===== config.mk =====
export PLATFORM = sky130hd
export DESIGN_NAME = shpf_uart
export DESIGN_NICKNAME = d
export VERILOG_FILES = /design/src/shpf_pkg.sv /design/src/shpf_tx.sv /design/src/shpf_uart.sv
export SDC_FILE = /design/constraint.sdc
export NUM_CORES = 1
export LEC_CHECK = 0
export ABC_CLOCK_PERIOD_IN_PS = 4000
export BUFFER_PORTS_ARGS = -buffer_cell sky130_fd_sc_hd__buf_2
export CORE_MARGIN = 4
export CORE_UTILIZATION = 60
export CTS_BUF_LIST = sky130_fd_sc_hd__clkbuf_4 sky130_fd_sc_hd__clkbuf_8 sky130_fd_sc_hd__clkbuf_16
export CTS_CLUSTER_SIZE = 25
export DETAILED_ROUTE_END_ITERATION = 8
export PLACE_DENSITY_LB_ADDON = 0.05
export SLEW_MARGIN = 0
export SYNTH_ARGS = -nofsm -noshare
export SYNTH_HDL_FRONTEND = slang
export SYNTH_SLANG_ARGS = --single-unit
export TNS_END_PERCENT = 20

===== constraint.sdc =====
create_clock -name SYS_CLK -period 4 [get_ports SYS_CLK]
set_input_delay 0.2 -clock SYS_CLK [delete_from_list [all_inputs] [get_ports SYS_CLK]]
set_output_delay 0.2 -clock SYS_CLK [all_outputs]
set_load 0.02 [all_outputs]

===== src/shpf_pkg.sv =====
// Contract
// Bit rate is one of 300 to 9600 baud, 9600 after reset.
// Format is none/8 data (default), even/7 data or odd/7 data.
// Each character starts with exactly one start bit.
// Each character ends with exactly two stop bits.
// Frame: start, 7 data plus parity or 8 data, two stops.
// Port is terminal equipment; DTR and DSR are the only handshake.
// Rate, parity and width come from local configuration and steer framing.
// Host uses the same rate, parity, width, one start, two stops.
// Host sends the remote-mode command before instrument commands.
// Raise DTR when able to accept; start characters only while DSR high.
// LSB first; parity over seven data bits; bad received parity is flagged.
package shpf_pkg;

  localparam int unsigned CLK_HZ    = 100_000_000;
  localparam int unsigned BAUD_MIN  = 300;
  // Faster rates are the slowest one doubled per select step
  localparam int unsigned BIT_CYCLES_300 = CLK_HZ / BAUD_MIN;
  localparam int          CNT_W     = 19;

  localparam logic [2:0] RATE_9600  = 3'h5;
  localparam logic [2:0] RATE_MAX   = 3'h5;

  typedef enum logic [1:0] {
    FMT_NONE8 = 2'h0,
    FMT_EVEN7 = 2'h1,
    FMT_ODD7  = 2'h2
  } shpf_fmt_type;

  localparam int          FRAME_BITS = 11;
  localparam logic [3:0]  TX_LAST    = 4'ha;
  localparam logic [3:0]  RX_LAST    = 4'h9;
  localparam logic [3:0]  PAR_IDX    = 4'h8;
  localparam logic [3:0]  STOP_IDX   = 4'h9;
  localparam logic        START_LVL  = 1'b0;
  localparam logic        STOP_LVL   = 1'b1;

  localparam logic [7:0] ADDR_CFG    = 8'h00;
  localparam logic [7:0] ADDR_TXDATA = 8'h04;
  localparam logic [7:0] ADDR_STATUS = 8'h08;
  localparam logic [7:0] ADDR_RXDATA = 8'h0c;

  localparam int CFG_RATE_LSB = 0;
  localparam int CFG_FMT_LSB  = 4;
  localparam int ST_TX_FULL   = 0;
  localparam int ST_TX_BUSY   = 1;
  localparam int ST_RX_VALID  = 2;
  localparam int ST_PAR_ERR   = 3;
  localparam int ST_FRM_ERR   = 4;
  localparam int ST_OVERRUN   = 5;
  localparam int ST_DSR       = 6;

  typedef enum logic [1:0] {
    TX_IDLE = 2'b01,
    TX_SEND = 2'b10
  } shpf_tx_state_type;

  typedef enum logic [2:0] {
    RX_IDLE  = 3'b001,
    RX_START = 3'b010,
    RX_DATA  = 3'b100
  } shpf_rx_state_type;

endpackage


===== src/shpf_tx.sv =====
`timescale 1ns/1ns
module shpf_tx
  import shpf_pkg::*;
(
  input  wire logic             clk,
  input  wire logic             rst_n,
  input  wire logic [CNT_W-1:0] period,
  input  wire shpf_fmt_type     fmt,
  input  wire logic             pending,
  input  wire logic [7:0]       data,
  input  wire logic             dsr,
  output wire logic             take,
  output wire logic             busy,
  output logic                  txd
);

  shpf_tx_state_type     state;
  logic [CNT_W-1:0]      cnt;
  logic [CNT_W-1:0]      period_q;
  logic [3:0]            bit_n;
  logic [FRAME_BITS-2:0] shift;
  logic [7:0]            data_q;
  shpf_fmt_type          fmt_q;
  logic                  par;
  logic [FRAME_BITS-1:0] frame;

  // A character in flight keeps running even if DSR drops
  assign take = pending && dsr && (state == TX_IDLE);
  assign busy = (state == TX_SEND);
  assign par  = (fmt == FMT_ODD7) ^ (^data[6:0]);
  assign frame = {STOP_LVL, STOP_LVL, (fmt == FMT_NONE8) ? data[7] : par, data[6:0], START_LVL};

  always_ff @(posedge clk)
  begin
    if (!rst_n)
    begin
      state    <= TX_IDLE;
      txd      <= STOP_LVL;
      cnt      <= '0;
      period_q <= '0;
      bit_n    <= '0;
      shift    <= '0;
      data_q   <= '0;
      fmt_q    <= FMT_NONE8;
    end
    else
    begin
      unique case (state)
        TX_IDLE:
        begin
          if (take)
          begin
            state    <= TX_SEND;
            txd      <= frame[0];
            shift    <= frame[FRAME_BITS-1:1];
            bit_n    <= '0;
            cnt      <= period - 1'b1;
            period_q <= period;
            data_q   <= data;
            fmt_q    <= fmt;
          end
        end
        TX_SEND:
        begin
          if (cnt != '0)
            cnt <= cnt - 1'b1;
          else if (bit_n == TX_LAST)
            state <= TX_IDLE;
          else
          begin
            txd   <= shift[0];
            shift <= shift >> 1;
            bit_n <= bit_n + 1'b1;
            cnt   <= period_q - 1'b1;
          end
        end
      endcase
    end
  end
endmodule


===== src/shpf_uart.sv =====
`timescale 1ns/1ns
module shpf_uart
  import shpf_pkg::*;
#(
  parameter int unsigned P_BIT_CYCLES_300 = BIT_CYCLES_300
)
(
  input  wire logic        SYS_CLK,
  input  wire logic        RST_N,
  input  wire logic        PSEL,
  input  wire logic        PENABLE,
  input  wire logic        PWRITE,
  input  wire logic [7:0]  PADDR,
  input  wire logic [31:0] PWDATA,
  output logic      [31:0] PRDATA,
  output logic             PREADY,
  output logic             PSLVERR,
  input  wire logic        RXD,
  input  wire logic        DSR,
  output logic             DTR,
  output wire logic        TXD
);

  logic [2:0]        rate_sel;
  shpf_fmt_type      fmt;
  logic [CNT_W-1:0]  period;
  logic              tx_full;
  logic [7:0]        tx_data;
  logic              tx_take;
  logic              tx_busy;
  logic              rx_valid;
  logic [7:0]        rx_data;
  logic              par_err;
  logic              frm_err;
  logic              overrun;
  shpf_rx_state_type rx_state;
  logic [CNT_W-1:0]  rx_cnt;
  logic [3:0]        rx_bit;
  logic [9:0]        rx_shift;
  logic              rx_done;
  logic              rx_par_bad;
  logic              rx_stop_bad;
  logic              setup;
  logic              access;
  logic              wr;
  logic              rd;
  logic              cfg_ok;
  logic              unmapped;
  logic [31:0]       next_prdata;

  // Faster rates are exact doublings, so one divider constant serves all six
  assign period = CNT_W'(P_BIT_CYCLES_300 >> rate_sel);

  // One wait state keeps PREADY and PRDATA straight off flip-flops
  assign setup    = PSEL && PENABLE && !PREADY;
  assign access   = PSEL && PENABLE && PREADY;
  assign wr       = access && PWRITE && !PSLVERR;
  assign rd       = access && !PWRITE;
  assign cfg_ok   = (PWDATA[CFG_RATE_LSB+:3] <= RATE_MAX) && (PWDATA[CFG_FMT_LSB+:2] != 2'h3);
  assign unmapped = !(PADDR inside {ADDR_CFG, ADDR_TXDATA, ADDR_STATUS, ADDR_RXDATA});

  always_comb
  begin
    next_prdata = '0;
    unique case (PADDR)
      ADDR_CFG:
      begin
        next_prdata[CFG_RATE_LSB+:3] = rate_sel;
        next_prdata[CFG_FMT_LSB+:2]  = fmt;
      end
      ADDR_STATUS:
      begin
        next_prdata[ST_TX_FULL]  = tx_full;
        next_prdata[ST_TX_BUSY]  = tx_busy;
        next_prdata[ST_RX_VALID] = rx_valid;
        next_prdata[ST_PAR_ERR]  = par_err;
        next_prdata[ST_FRM_ERR]  = frm_err;
        next_prdata[ST_OVERRUN]  = overrun;
        next_prdata[ST_DSR]      = DSR;
      end
      ADDR_RXDATA: next_prdata[7:0] = rx_data;
      default: next_prdata = '0;
    endcase
  end

  always_ff @(posedge SYS_CLK)
  begin
    if (!RST_N)
    begin
      PREADY  <= 1'b0;
      PSLVERR <= 1'b0;
      PRDATA  <= '0;
    end
    else
    begin
      PREADY  <= setup;
      PSLVERR <= setup && (unmapped || (PWRITE && PADDR == ADDR_CFG && !cfg_ok));
      PRDATA  <= (setup && !PWRITE) ? next_prdata : '0;
    end
  end

  // Configuration is the local operator setting; a transmit frame in flight keeps its own, the receiver uses it live
  always_ff @(posedge SYS_CLK)
  begin
    if (!RST_N)
    begin
      rate_sel <= RATE_9600;
      fmt      <= FMT_NONE8;
    end
    else if (wr && PADDR == ADDR_CFG)
    begin
      rate_sel <= PWDATA[CFG_RATE_LSB+:3];
      fmt      <= shpf_fmt_type'(PWDATA[CFG_FMT_LSB+:2]);
    end
  end

  // A write while the holding register is full is dropped
  always_ff @(posedge SYS_CLK)
  begin
    if (!RST_N)
    begin
      tx_full <= 1'b0;
      tx_data <= '0;
    end
    else if (wr && PADDR == ADDR_TXDATA && !tx_full)
    begin
      tx_full <= 1'b1;
      tx_data <= PWDATA[7:0];
    end
    else if (tx_take)
      tx_full <= 1'b0;
  end

  shpf_tx u_tx (
    .clk     (SYS_CLK),
    .rst_n   (RST_N),
    .period  (period),
    .fmt     (fmt),
    .pending (tx_full),
    .data    (tx_data),
    .dsr     (DSR),
    .take    (tx_take),
    .busy    (tx_busy),
    .txd     (TXD)
  );

  always_ff @(posedge SYS_CLK)
  begin
    if (!RST_N)
    begin
      rx_state <= RX_IDLE;
      rx_cnt   <= '0;
      rx_bit   <= '0;
      rx_shift <= '0;
      rx_done  <= 1'b0;
    end
    else
    begin
      rx_done <= 1'b0;
      unique case (rx_state)
        RX_IDLE:
        begin
          if (RXD == START_LVL)
          begin
            rx_state <= RX_START;
            rx_cnt   <= period >> 1;
          end
        end
        RX_START:
        begin
          if (rx_cnt != '0)
            rx_cnt <= rx_cnt - 1'b1;
          else if (RXD != START_LVL)
            rx_state <= RX_IDLE;
          else
          begin
            rx_state <= RX_DATA;
            rx_bit   <= '0;
            rx_cnt   <= period - 1'b1;
          end
        end
        RX_DATA:
        begin
          if (rx_cnt != '0)
            rx_cnt <= rx_cnt - 1'b1;
          else
          begin
            rx_shift <= {RXD, rx_shift[9:1]};
            rx_bit   <= rx_bit + 1'b1;
            rx_cnt   <= period - 1'b1;
            if (rx_bit == RX_LAST)
            begin
              rx_state <= RX_IDLE;
              rx_done  <= 1'b1;
            end
          end
        end
      endcase
    end
  end

  assign rx_par_bad  = (fmt != FMT_NONE8) && (rx_shift[7] != ((fmt == FMT_ODD7) ^ (^rx_shift[6:0])));
  assign rx_stop_bad = (rx_shift[8] != STOP_LVL) || (rx_shift[9] != STOP_LVL);

  // A new character wins over a read or a clear in the same cycle
  always_ff @(posedge SYS_CLK)
  begin
    if (!RST_N)
    begin
      rx_valid <= 1'b0;
      rx_data  <= '0;
      overrun  <= 1'b0;
      par_err  <= 1'b0;
      frm_err  <= 1'b0;
    end
    else
    begin
      if (rx_done && (!rx_valid || (rd && PADDR == ADDR_RXDATA)))
      begin
        rx_valid <= 1'b1;
        rx_data  <= (fmt == FMT_NONE8) ? rx_shift[7:0] : {1'b0, rx_shift[6:0]};
      end
      else if (rd && PADDR == ADDR_RXDATA)
        rx_valid <= 1'b0;
      if (rx_done && rx_valid && !(rd && PADDR == ADDR_RXDATA))
        overrun <= 1'b1;
      else if (wr && PADDR == ADDR_STATUS && PWDATA[ST_OVERRUN])
        overrun <= 1'b0;
      if (rx_done && rx_par_bad)
        par_err <= 1'b1;
      else if (wr && PADDR == ADDR_STATUS && PWDATA[ST_PAR_ERR])
        par_err <= 1'b0;
      if (rx_done && rx_stop_bad)
        frm_err <= 1'b1;
      else if (wr && PADDR == ADDR_STATUS && PWDATA[ST_FRM_ERR])
        frm_err <= 1'b0;
    end
  end

  always_ff @(posedge SYS_CLK)
  begin
    if (!RST_N)
      DTR <= 1'b1;
    else
      DTR <= !rx_valid;
  end
endmodule

### Word-level counts from Yosys, hierarchy flattened

Index checks and enable logic that the tools add are counted.
Widths: inputs -> output; s select.

* flip-flop bits (word level): 153
* bits of input ports: 47
* logic and storage cells: 179

* $add $sub $neg: 6
* $lt $le $gt $ge: 1
* eq/ne operators: 24
* shift operators: 1
* mux-type cells: 51
* bitwise gates (word level): 7
* reductions and logical operators: 63

Operator list (count)
* $mux 19: 7
* $sub 19x1->19 const B: 4
* $pmux 19 s3: 1
* $pmux 19 s2: 1
* $reduce_bool 19->1: 2
* $mux 10: 3
* $logic_and 1x1->1: 27
* $mux 4: 6
* $pmux 10 s2: 1
* $shr 19x3->19 const A: 1
* $ne 2x2->1 const B: 9
* $pmux 3 s3: 2
* $eq 8x4->1 const B: 2
* $pmux 4 s2: 2
* $mux 3: 5
* $mux 1: 14
* $reduce_bool 2->1: 7
* $reduce_xor 7->1: 2
* $reduce_and 2->1: 5
* $reduce_and 3->1: 3
* $add 4x1->4 const B: 2
* $eq 4x4->1 const B: 2
* $eq 8x3->1 const B: 1
* $logic_not 1->1: 8
* other kinds (23): 36

### Logic depth before layout (Yosys ltp)

Gate-level depths: netlist of run 1.

* word-level depth: 8
* gate-level depth with buffers: 12

### Cells and area by module

From an unflattened synthesis of run 1, not the netlist that was laid out.

* cell total of the unflattened synthesis: 968
* area total of the unflattened synthesis: 7533.5 um^2

By module, submodules not included
* shpf_uart: times used 1, cells an instance 568, area an instance 4414.2 um^2, seq. area each 1481.4 um^2
* shpf_tx: times used 1, cells an instance 400, area an instance 3119.2 um^2, seq. area each 1101.1 um^2

### Worst setup path before layout of run 1

OpenSTA, ideal clock, no wires.

* path type: reg-to-reg
* start point: reg u_tx.cnt[10]
* end point: reg u_tx.cnt[16]
* setup time: 0.062 ns
* arrival time: 2.500 ns
* path slack: 1.438 ns
* cell stages (with the launch flop): 12
* buffers on the path: 1
* path through: dfxtp_1 nor3_1 nand4_1 nor2_1 buf_2 a21oi_1 ha_1 nand3_1 a31oi_1 o211a_1 or3_1 nand3_1

* longest elaborated chain between the ends: 3
* elaborated cells between the ends (all ways): 6
* those cells by class: add/sub (1); eq/ne (1); mux (2); reduce/logical (2)

RTL lines
* start: declaration: line shpf_tx.sv:18 `logic [CNT_W-1:0] cnt;`
* start signal: assignment: line shpf_tx.sv:57 `cnt <= period - 1'b1;`
* start signal: assignment: line shpf_tx.sv:66 `cnt <= cnt - 1'b1;`
* start signal: assignment: line shpf_tx.sv:74 `cnt <= period_q - 1'b1;`
* $sub 19x1->19 / $reduce_bool 19->1 (equally long branches): line shpf_tx.sv:66, shpf_tx.sv:65
* $mux 19 / $ne 3x2->1 (equally long branches)
* $pmux 19 s2 / $reduce_and 2->1 (equally long branches)

Parallel ways exist; a longest one is shown, timed or not.
A chain may end at the register's enable or synchronous reset.

### Worst setup path after layout of run 1

* start point: reg rx_cnt[0]
* end point: reg rx_bit[0]

* longest elaborated chain between the ends: 3
* elaborated cells between the ends (all ways): 4
* those cells by class: eq/ne (2); reduce/logical (2)

RTL lines
* start: declaration: line shpf_uart.sv:37 `logic [CNT_W-1:0] rx_cnt;`
* start signal: assignment: line shpf_uart.sv:166 `rx_cnt <= period >> 1;`
* start signal: assignment: line shpf_uart.sv:172 `rx_cnt <= rx_cnt - 1'b1;`
* start signal: assignment: line shpf_uart.sv:179 `rx_cnt <= period - 1'b1;`
* $reduce_bool 19->1 (*): line shpf_uart.sv:171, shpf_uart.sv:184
* $ne 2x2->1 (no source line)
* $reduce_and 4->1 (no source line) (*)
* end signal: assignment: line shpf_uart.sv:189 `rx_bit <= rx_bit + 1'b1;`
* end: declaration: line shpf_uart.sv:38 `logic [3:0] rx_bit;`

Mark *: on every way between the ends. The rest lies on a longest branch, timed or not.

==> results of run 1 <==
cell usage in the layout (no fill, tap or decap), drive strengths merged, types with 5 or more instances in the layout:
cell	netlist	layout
a211oi	22	22
a21o	9	9
a21oi	80	80
a311oi	11	11
a31oi	27	27
buf	34	46
clkbuf	46	19
clkinv	0	6
clkinvlp	0	5
conb	1	24
dfxtp	128	128
ha	11	11
inv	21	22
mux2i	30	30
nand2	109	109
nand2b	12	12
nand3	25	25
nor2	108	108
nor2b	19	19
nor3	31	31
nor4	13	13
o211ai	12	12
o21a	5	5
o21ai	44	44
o22ai	8	8
o31ai	5	5
or3	10	10
or4	6	6
xnor2	29	29
xor2	11	11
kinds of logic after synthesis:
logic type | count (synthesis) | synth area share (%)
AOI/OAI and AO/OA | 258 | 22.6
xor gates and xnor gates | 40 | 4.80
adders and majority gates | 11 | 1.89
buffers and inverters | 101 | 6.57
DFF | 128 | 35.1
muxes | 34 | 4.73
other | 1 | 0.0514
and+or+nand+nor | 366 | 24.2
registers in the layout, summed over array words and instances (netlist names), 2 cells and up:
name	flops
rx_data	8
fmt	2
u_tx.bit_n	4
u_tx.shift	10
rate_sel	3
PRDATA	8
u_tx.period_q	18
rx_cnt	19
u_tx.state	2
rx_shift	10
u_tx.cnt	19
rx_state	3
tx_data	8
rx_bit	4
per-layer routing:
| layer | part of all wire [%] | wire, µm | global-route usage, % | vias to the layer above |
|---|---|---|---|---|
| met3 | 6.7 | 1310 | 5.79 | 30 |
| li1 | - | - | - | 3345 |
| met2 | 47 | 9330 | 45.9 | 246 |
| met4 | 1.7 | 330 | 9.82 | 0 |
| met1 | 44 | 8670 | 36.8 | 3257 |
| met5 | 0 | 0 | 0 | - |
worst paths after layout:
| check | startpoint | end | cells after the start |
|---|---|---|---|
| setup reg to reg | rx_cnt[0]$_SDFFE_PN0P_ | rx_bit[0]$_SDFFE_PN0P_ | 8 |
| hold reg to reg | rx_valid$_SDFFE_PN0P_ | DTR$_SDFF_PN1_ | 1 |
| setup / recovery | rx_cnt[0]$_SDFFE_PN0P_ | rx_bit[0]$_SDFFE_PN0P_ | 8 |
| hold / removal | PWDATA[7] | tx_data[7]$_SDFFE_PN0P_ | 3 |
cell usage after synthesis, drive strengths merged (6+ instances only):
cell type,instances
ha,11
a311oi,11
nand3,25
a211oi,22
o211ai,12
o22ai,8
a31oi,27
or3,10
nor4,13
nor2,108
a21o,9
xnor2,29
nor2b,19
o21ai,44
mux2i,30
buf,34
clkbuf,46
or4,6
inv,21
nor3,31
nand2,109
nand2b,12
xor2,11
dfxtp,128
a21oi,80
through the flow:
| step | power (mW) | setup slack, ns | util, % |
|---|---|---|---|
| floorplan | 1.55 | 1.44 | - |
| global placement | 1.58 | 0.924 | 62.1 |
| detailed placement | 1.59 | 0.865 | 62.1 |
| CTS | 3.04 | 0.847 | 66.8 |
| global route | 3.14 | 0.621 | 66.8 |
| finish | 3.03 | 0.834 | 66.8 |
critical path, delay by kind of cell (launching register included):
kind	cells	cell delay, ns
AND/OR/NAND/NOR	5	2.15
multiplexers	1	0.33
flip-flops	1	0.32
adder cells (fa/ha/maj)	1	0.21
buffers and inverters	1	0.09
power groups by stage:
stage	sequential, mW	combinational (mW)	clock [mW]
2_1_floorplan	1.34	0.211	0
3_3_place_gp	1.34	0.239	0
3_5_place_dp	1.34	0.245	0
4_1_cts	1.31	0.247	1.48
5_1_grt	1.32	0.272	1.55
6_report	1.31	0.250	1.47
layout make-up:
type,instances,area [µm²]
Inverter,21,78.8
Clock inverter,13,114
Timing Repair Buffer,46,260
Clock buffer,19,447
Sequential cell,128,2560
Tap cell,147,184
Multi-Input combinational cell,733,4350
Fill cell,1043,3970
==> impl_metrics.csv, run 1 <==
group,metric,value,unit
cts,cts_setup_buffers,0,
grt,overflow,0,
pwr,power_switching_share,25.7,%
floorplan,dieArea,14000,µm²
pwr,internal_power,2.25,mW
synthesis,synth.top_cells.by_area,"dfxtp_1, nand2_1, nor2_1",
drt,first_iter_violations,689,
synthesis,synth_edf_count,0,
job,drv_cap,0,
placement,dpl_cell_area,7430,µm²
cts,cts_hold_buf,0,
drt,vias,6878,
placement,dpl.cell_count,1075,
setup_path,crit_path_end_kind,"register",
cts,cts.sinks,128,
cts,cts_resized,0,
pwr,p_switching,781,µW
timing,setup_violations,0,
timing,fin_crit_sh,79.2,%
grt,grt_pass1_vias,6493,
floorplan,fp.dieW,118,µm
final_layout,drive_gt1_share,10.0,%
setup_path,criticalPathCategory,"register to register",
floorplan,coreArea,12000,µm²
grt,antenna_found_initial,0,
drt,routed_wl,19600,µm
pwr,p_comb_share,8.2,%
synthesis,mappedNetlistArea,7290,µm²
timing,tightest_slew,1.37,ns
placement,port_buffers,34,
pwr,leakagePower,3.15,nW
pwr,pwr-share-seq,43.3,%
cts,clkLatencyLatePin,0.42,ns
setup_path,required,4.36,ns
synthesis,ys_seq_elements,128,
outcome,status,"completed",
drt,drc,0,
timing,max_freq,0.316,GHz
placement,dp_hpwl,13600,µm
timing,slew_headroom,7.60,%
synthesis,ys_seq_area_share,35.1,%
setup_path,cpPeakStageDelay,0.63,ns
synthesis,synth_top_area_share,35.1,%
setup_path,critPathArrivalTime,3.53,ns
final_layout,area_delta_synth_final,9.61,%
grt,grt_util_all_layers,28.1,%
floorplan,fp.dieH,118,µm
timing,fin_crit,3.17,ns
cts,root_buffer,"clkbuf_16",
drt,wl_per_cell,17.7,µm
synthesis,ys.warnings.count,0,
setup_path,crit_chain,"inv_1 > ha_1 > or4b_1 > nor4_4 > nand2_1 > or3_1 > mux2_2 > nor2_1",
setup_path,r2r_slack,0.83,ns
floorplan,initial_core_util,61.0,%
timing,hold_viol_final,0,
floorplan,io_pins,83,
cts,clkSlewWorstSetupHoldPaths,0.06,ns
timing,final.setup.tns,0,ns
drt,ant_nets,0,
grt,grt_max_degree,46,
setup_path,start_kind,"register",
pwr,clkPwrFrac,48.4,%
synthesis,synth_top_area_cell,"dfxtp_1",
final_layout,diodes,0,
hold_path,hold_class,"primary input to register",
final_layout,fin_nets,1005,
grt,grt_pass1_wl,32300,µm
pwr,power.density,379,nW/µm²
timing,holdWs,0.0176,ns
cts,htree_num_levels,4,
final_layout,fin_cells,1107,
drt,routed_via_density,6.21,
synthesis,avgSynthCellArea,7.77,µm²
timing,slew_viol_final,0,
placement,gp_congestion,0.980,
cts,cts_tree,"yes",
synthesis,netlist_instances,939,
cts,cts_made_buffers,17,
synthesis,synth_top_flop_cell,"dfxtp_1",
setup_path,slowest_stage,"or4b_1",
timing,clock_skew,0.00636,ns
drt,dr.pass1.iters,5,
final_layout,fin_area,7990,µm²
synthesis,synth_cell_types,69,
synthesis,ys_async_sr_fraction,0,%
cts,cts_buffer_depth,2,
timing,rsz0062_at_grt,"false",
pwr,vdd_ir_drop_max,0.000367,V
setup_path,cp_max_fo,13,
floorplan,fp-row-count,40,
(Power assumes the default switching activity.)
==> run 2: changes to the inputs <==
ABC_CLOCK_PERIOD_IN_PS = 3200   (was 4000)
CORE_UTILIZATION = 59   (was 60)
clock period = 3.2 ns   (was 4 ns; I/O delays follow)
==> impl_metrics.csv, run 2 (synthesis results as in run 1) <==
group,metric,value,unit
drt,routed_via_density,6.18,
drt,routed_wl,19900,µm
drt,drc,0,
final_layout,fin_cells,1144,
grt,grt_pass1_vias,6741,
pwr,p_comb_share,8.0,%
timing,slew_headroom,9.04,%
setup_path,reg2regPathDepth,10,
grt,antenna_found_initial,0,
floorplan,fp-row-count,40,
timing,rsz0062_at_grt,"false",
floorplan,dieArea,14200,µm²
timing,clock_skew,0.00962,ns
cts,cts_resized,0,
placement,gp_congestion,0.975,
final_layout,fin_util,68.1,%
timing,fin_crit_sh,87.1,%
pwr,vdd_ir_drop_max,0.000409,V
outcome,status,"completed",
final_layout,final_cell_mix,"dfxtp_1, nand2_1, nor2_1, a21oi_1, o21ai_0",
cts,clkSlewWorstSetupHoldPaths,0.06,ns
cts,htree_num_levels,4,
final_layout,area_delta_synth_final,12.7,%
setup_path,critPathArrivalTime,3.06,ns
final_layout,top_regs,"rx_cnt (19), u_tx.cnt (19), u_tx.period_q (18)",
final_layout,diodes,0,
drt,vias,7066,
floorplan,fp.dieW,119,µm
setup_path,endpoint,"u_tx.cnt[12]$_SDFFE_PN0P_",
setup_path,required,3.47,ns
placement,dpl.cell_count,1110,
cts,cts_tree,"yes",
setup_path,r2r_end,"u_tx.cnt[12]$_SDFFE_PN0P_",
timing,setup_violations,0,
pwr,p_switching,1.01,mW
hold_path,min_from,"PWDATA[0]",
floorplan,io_pins,83,
setup_path,reg2reg_from,"u_tx.cnt[2]$_SDFFE_PN0P_",
timing,setup_slack,0.412,ns
timing,holdWs,0.0128,ns
pwr,pwr-share-seq,41.1,%
placement,place_ws,0.493,ns
cts,cts_made_buffers,17,
placement,port_buffers,34,
pwr,power_switching_share,25.2,%
setup_path,cp_max_fo,8,
drt,wl_per_cell,17.4,µm
grt,grt_pass1_wl,33100,µm
hold_path,hold_class,"primary input to register",
timing,fin_crit,2.79,ns
job,drv_cap,0,
grt,overflow,0,
setup_path,start_kind,"register",
floorplan,coreArea,12100,µm²
cts,clkLatencyLatePin,0.43,ns
cts,cts.sinks,128,
cts,root_buffer,"clkbuf_16",
timing,slew_viol_final,0,
timing,final.setup.tns,0,ns
pwr,power.density,487,nW/µm²
floorplan,fp.dieH,119,µm
pwr,clkPwrFrac,50.9,%
grt,grt_max_degree,48,
timing,tightest_slew,1.35,ns
drt,first_iter_violations,874,
pwr,leakagePower,3.27,nW
timing,max_freq,0.359,GHz
grt,grt_util_all_layers,28.5,%
floorplan,initial_core_util,60.5,%
pwr,internal_power,2.99,mW
final_layout,final_common_cell,"dfxtp_1",
final_layout,fin_nets,1021,
timing,hold_viol_final,0,
final_layout,drive_gt1_share,11.3,%
cts,cts_buffer_depth,2,
setup_path,r2r_slack,0.41,ns
drt,ant_nets,0,
setup_path,setup.worst_path.start,"u_tx.cnt[2]$_SDFFE_PN0P_",
placement,dp_hpwl,14200,µm
setup_path,crit_path_end_kind,"register",
drt,dr.pass1.iters,5,
setup_path,criticalPathCategory,"register to register",
==> run 2: cell count changes in the layout (fill, tap and decap cells not counted), sizes merged <==
cell / before / now
buf: 46 / 60
dlygate4sd3: 0 / 2
clkinv: 6 / 5
bufinv: 1 / 3
clkinvlp: 5 / 1
inv: 22 / 26
clkbuf: 19 / 18
==> run 2: metal layers <==
metal	GRT usage (%)	wire length (µm)	vias to the layer above
met4	10.1	466	0
met1	37.0	8470	3336
met3	6.70	1510	47
met5	0	0	-
met2	46.5	9470	303
li1	-	-	3380
==> run 2: cell type report <==
class	count	area (µm²)
Inverter	21	78.8
Fill cell	1026	3840
Multi-Input combinational cell	733	4350
Timing Repair Buffer	62	398
Clock inverter	14	180
Sequential cell	128	2560
Clock buffer	18	439
Tap cell	168	210
==> run 2: repair_timing <==
action                                 CTS  global route
endpoints found under the hold margin    2             0
hold buffers                             2             0
setup endpoints to repair                0             0
buffers inserted                         0             0
==> run 2: metrics by stage <==
stage / cell area [µm²] / total power, mW
2_1_floorplan: 7380 / 1.93
3_3_place_gp: 7580 / 1.98
3_5_place_dp: 7580 / 1.99
4_1_cts: 8220 / 4.01
5_1_grt: 8220 / 4.13
6_report: 8220 / 4.00
==> run 2: worst min path at each step <==
| stage | endpoint | cells after the start | slack, ns |
|---|---|---|---|
| 2_1_floorplan | rate_sel[0]$_SDFFE_PN1P_ | 2 | 0.29 |
| 3_3_place_gp | tx_data[6]$_SDFFE_PN0P_ | 3 | 0.39 |
| 3_5_place_dp | tx_data[6]$_SDFFE_PN0P_ | 3 | 0.40 |
| 4_1_cts | tx_data[0]$_SDFFE_PN0P_ | 3 | 0.005 |
| 5_1_grt | tx_data[0]$_SDFFE_PN0P_ | 3 | 0.02 |
| 6_report | tx_data[0]$_SDFFE_PN0P_ | 3 | 0.01 |
==> run 2: worst max-delay path, cell delays in order, from the launching register on <==
cell and delay (ns):
dfxtp_1 0.48, nor3_1 0.14, nand2_1 0.11, nor2_1 0.07, a21oi_1 0.19, ha_1 0.30, nand3_1 0.12, a31oi_1 0.64
o2111ai_1 0.26, xnor2_1 0.23, o22ai_1 0.09
==> run 2: power by group through the flow <==
| stage | combinational (mW) | sequential, mW | clock (mW) |
|---|---|---|---|
| floorplan | 0.263 | 1.67 | 0 |
| global placement | 0.307 | 1.67 | 0 |
| detailed placement | 0.314 | 1.68 | 0 |
| CTS | 0.317 | 1.64 | 2.05 |
| global route | 0.354 | 1.65 | 2.13 |
| finish | 0.321 | 1.64 | 2.03 |
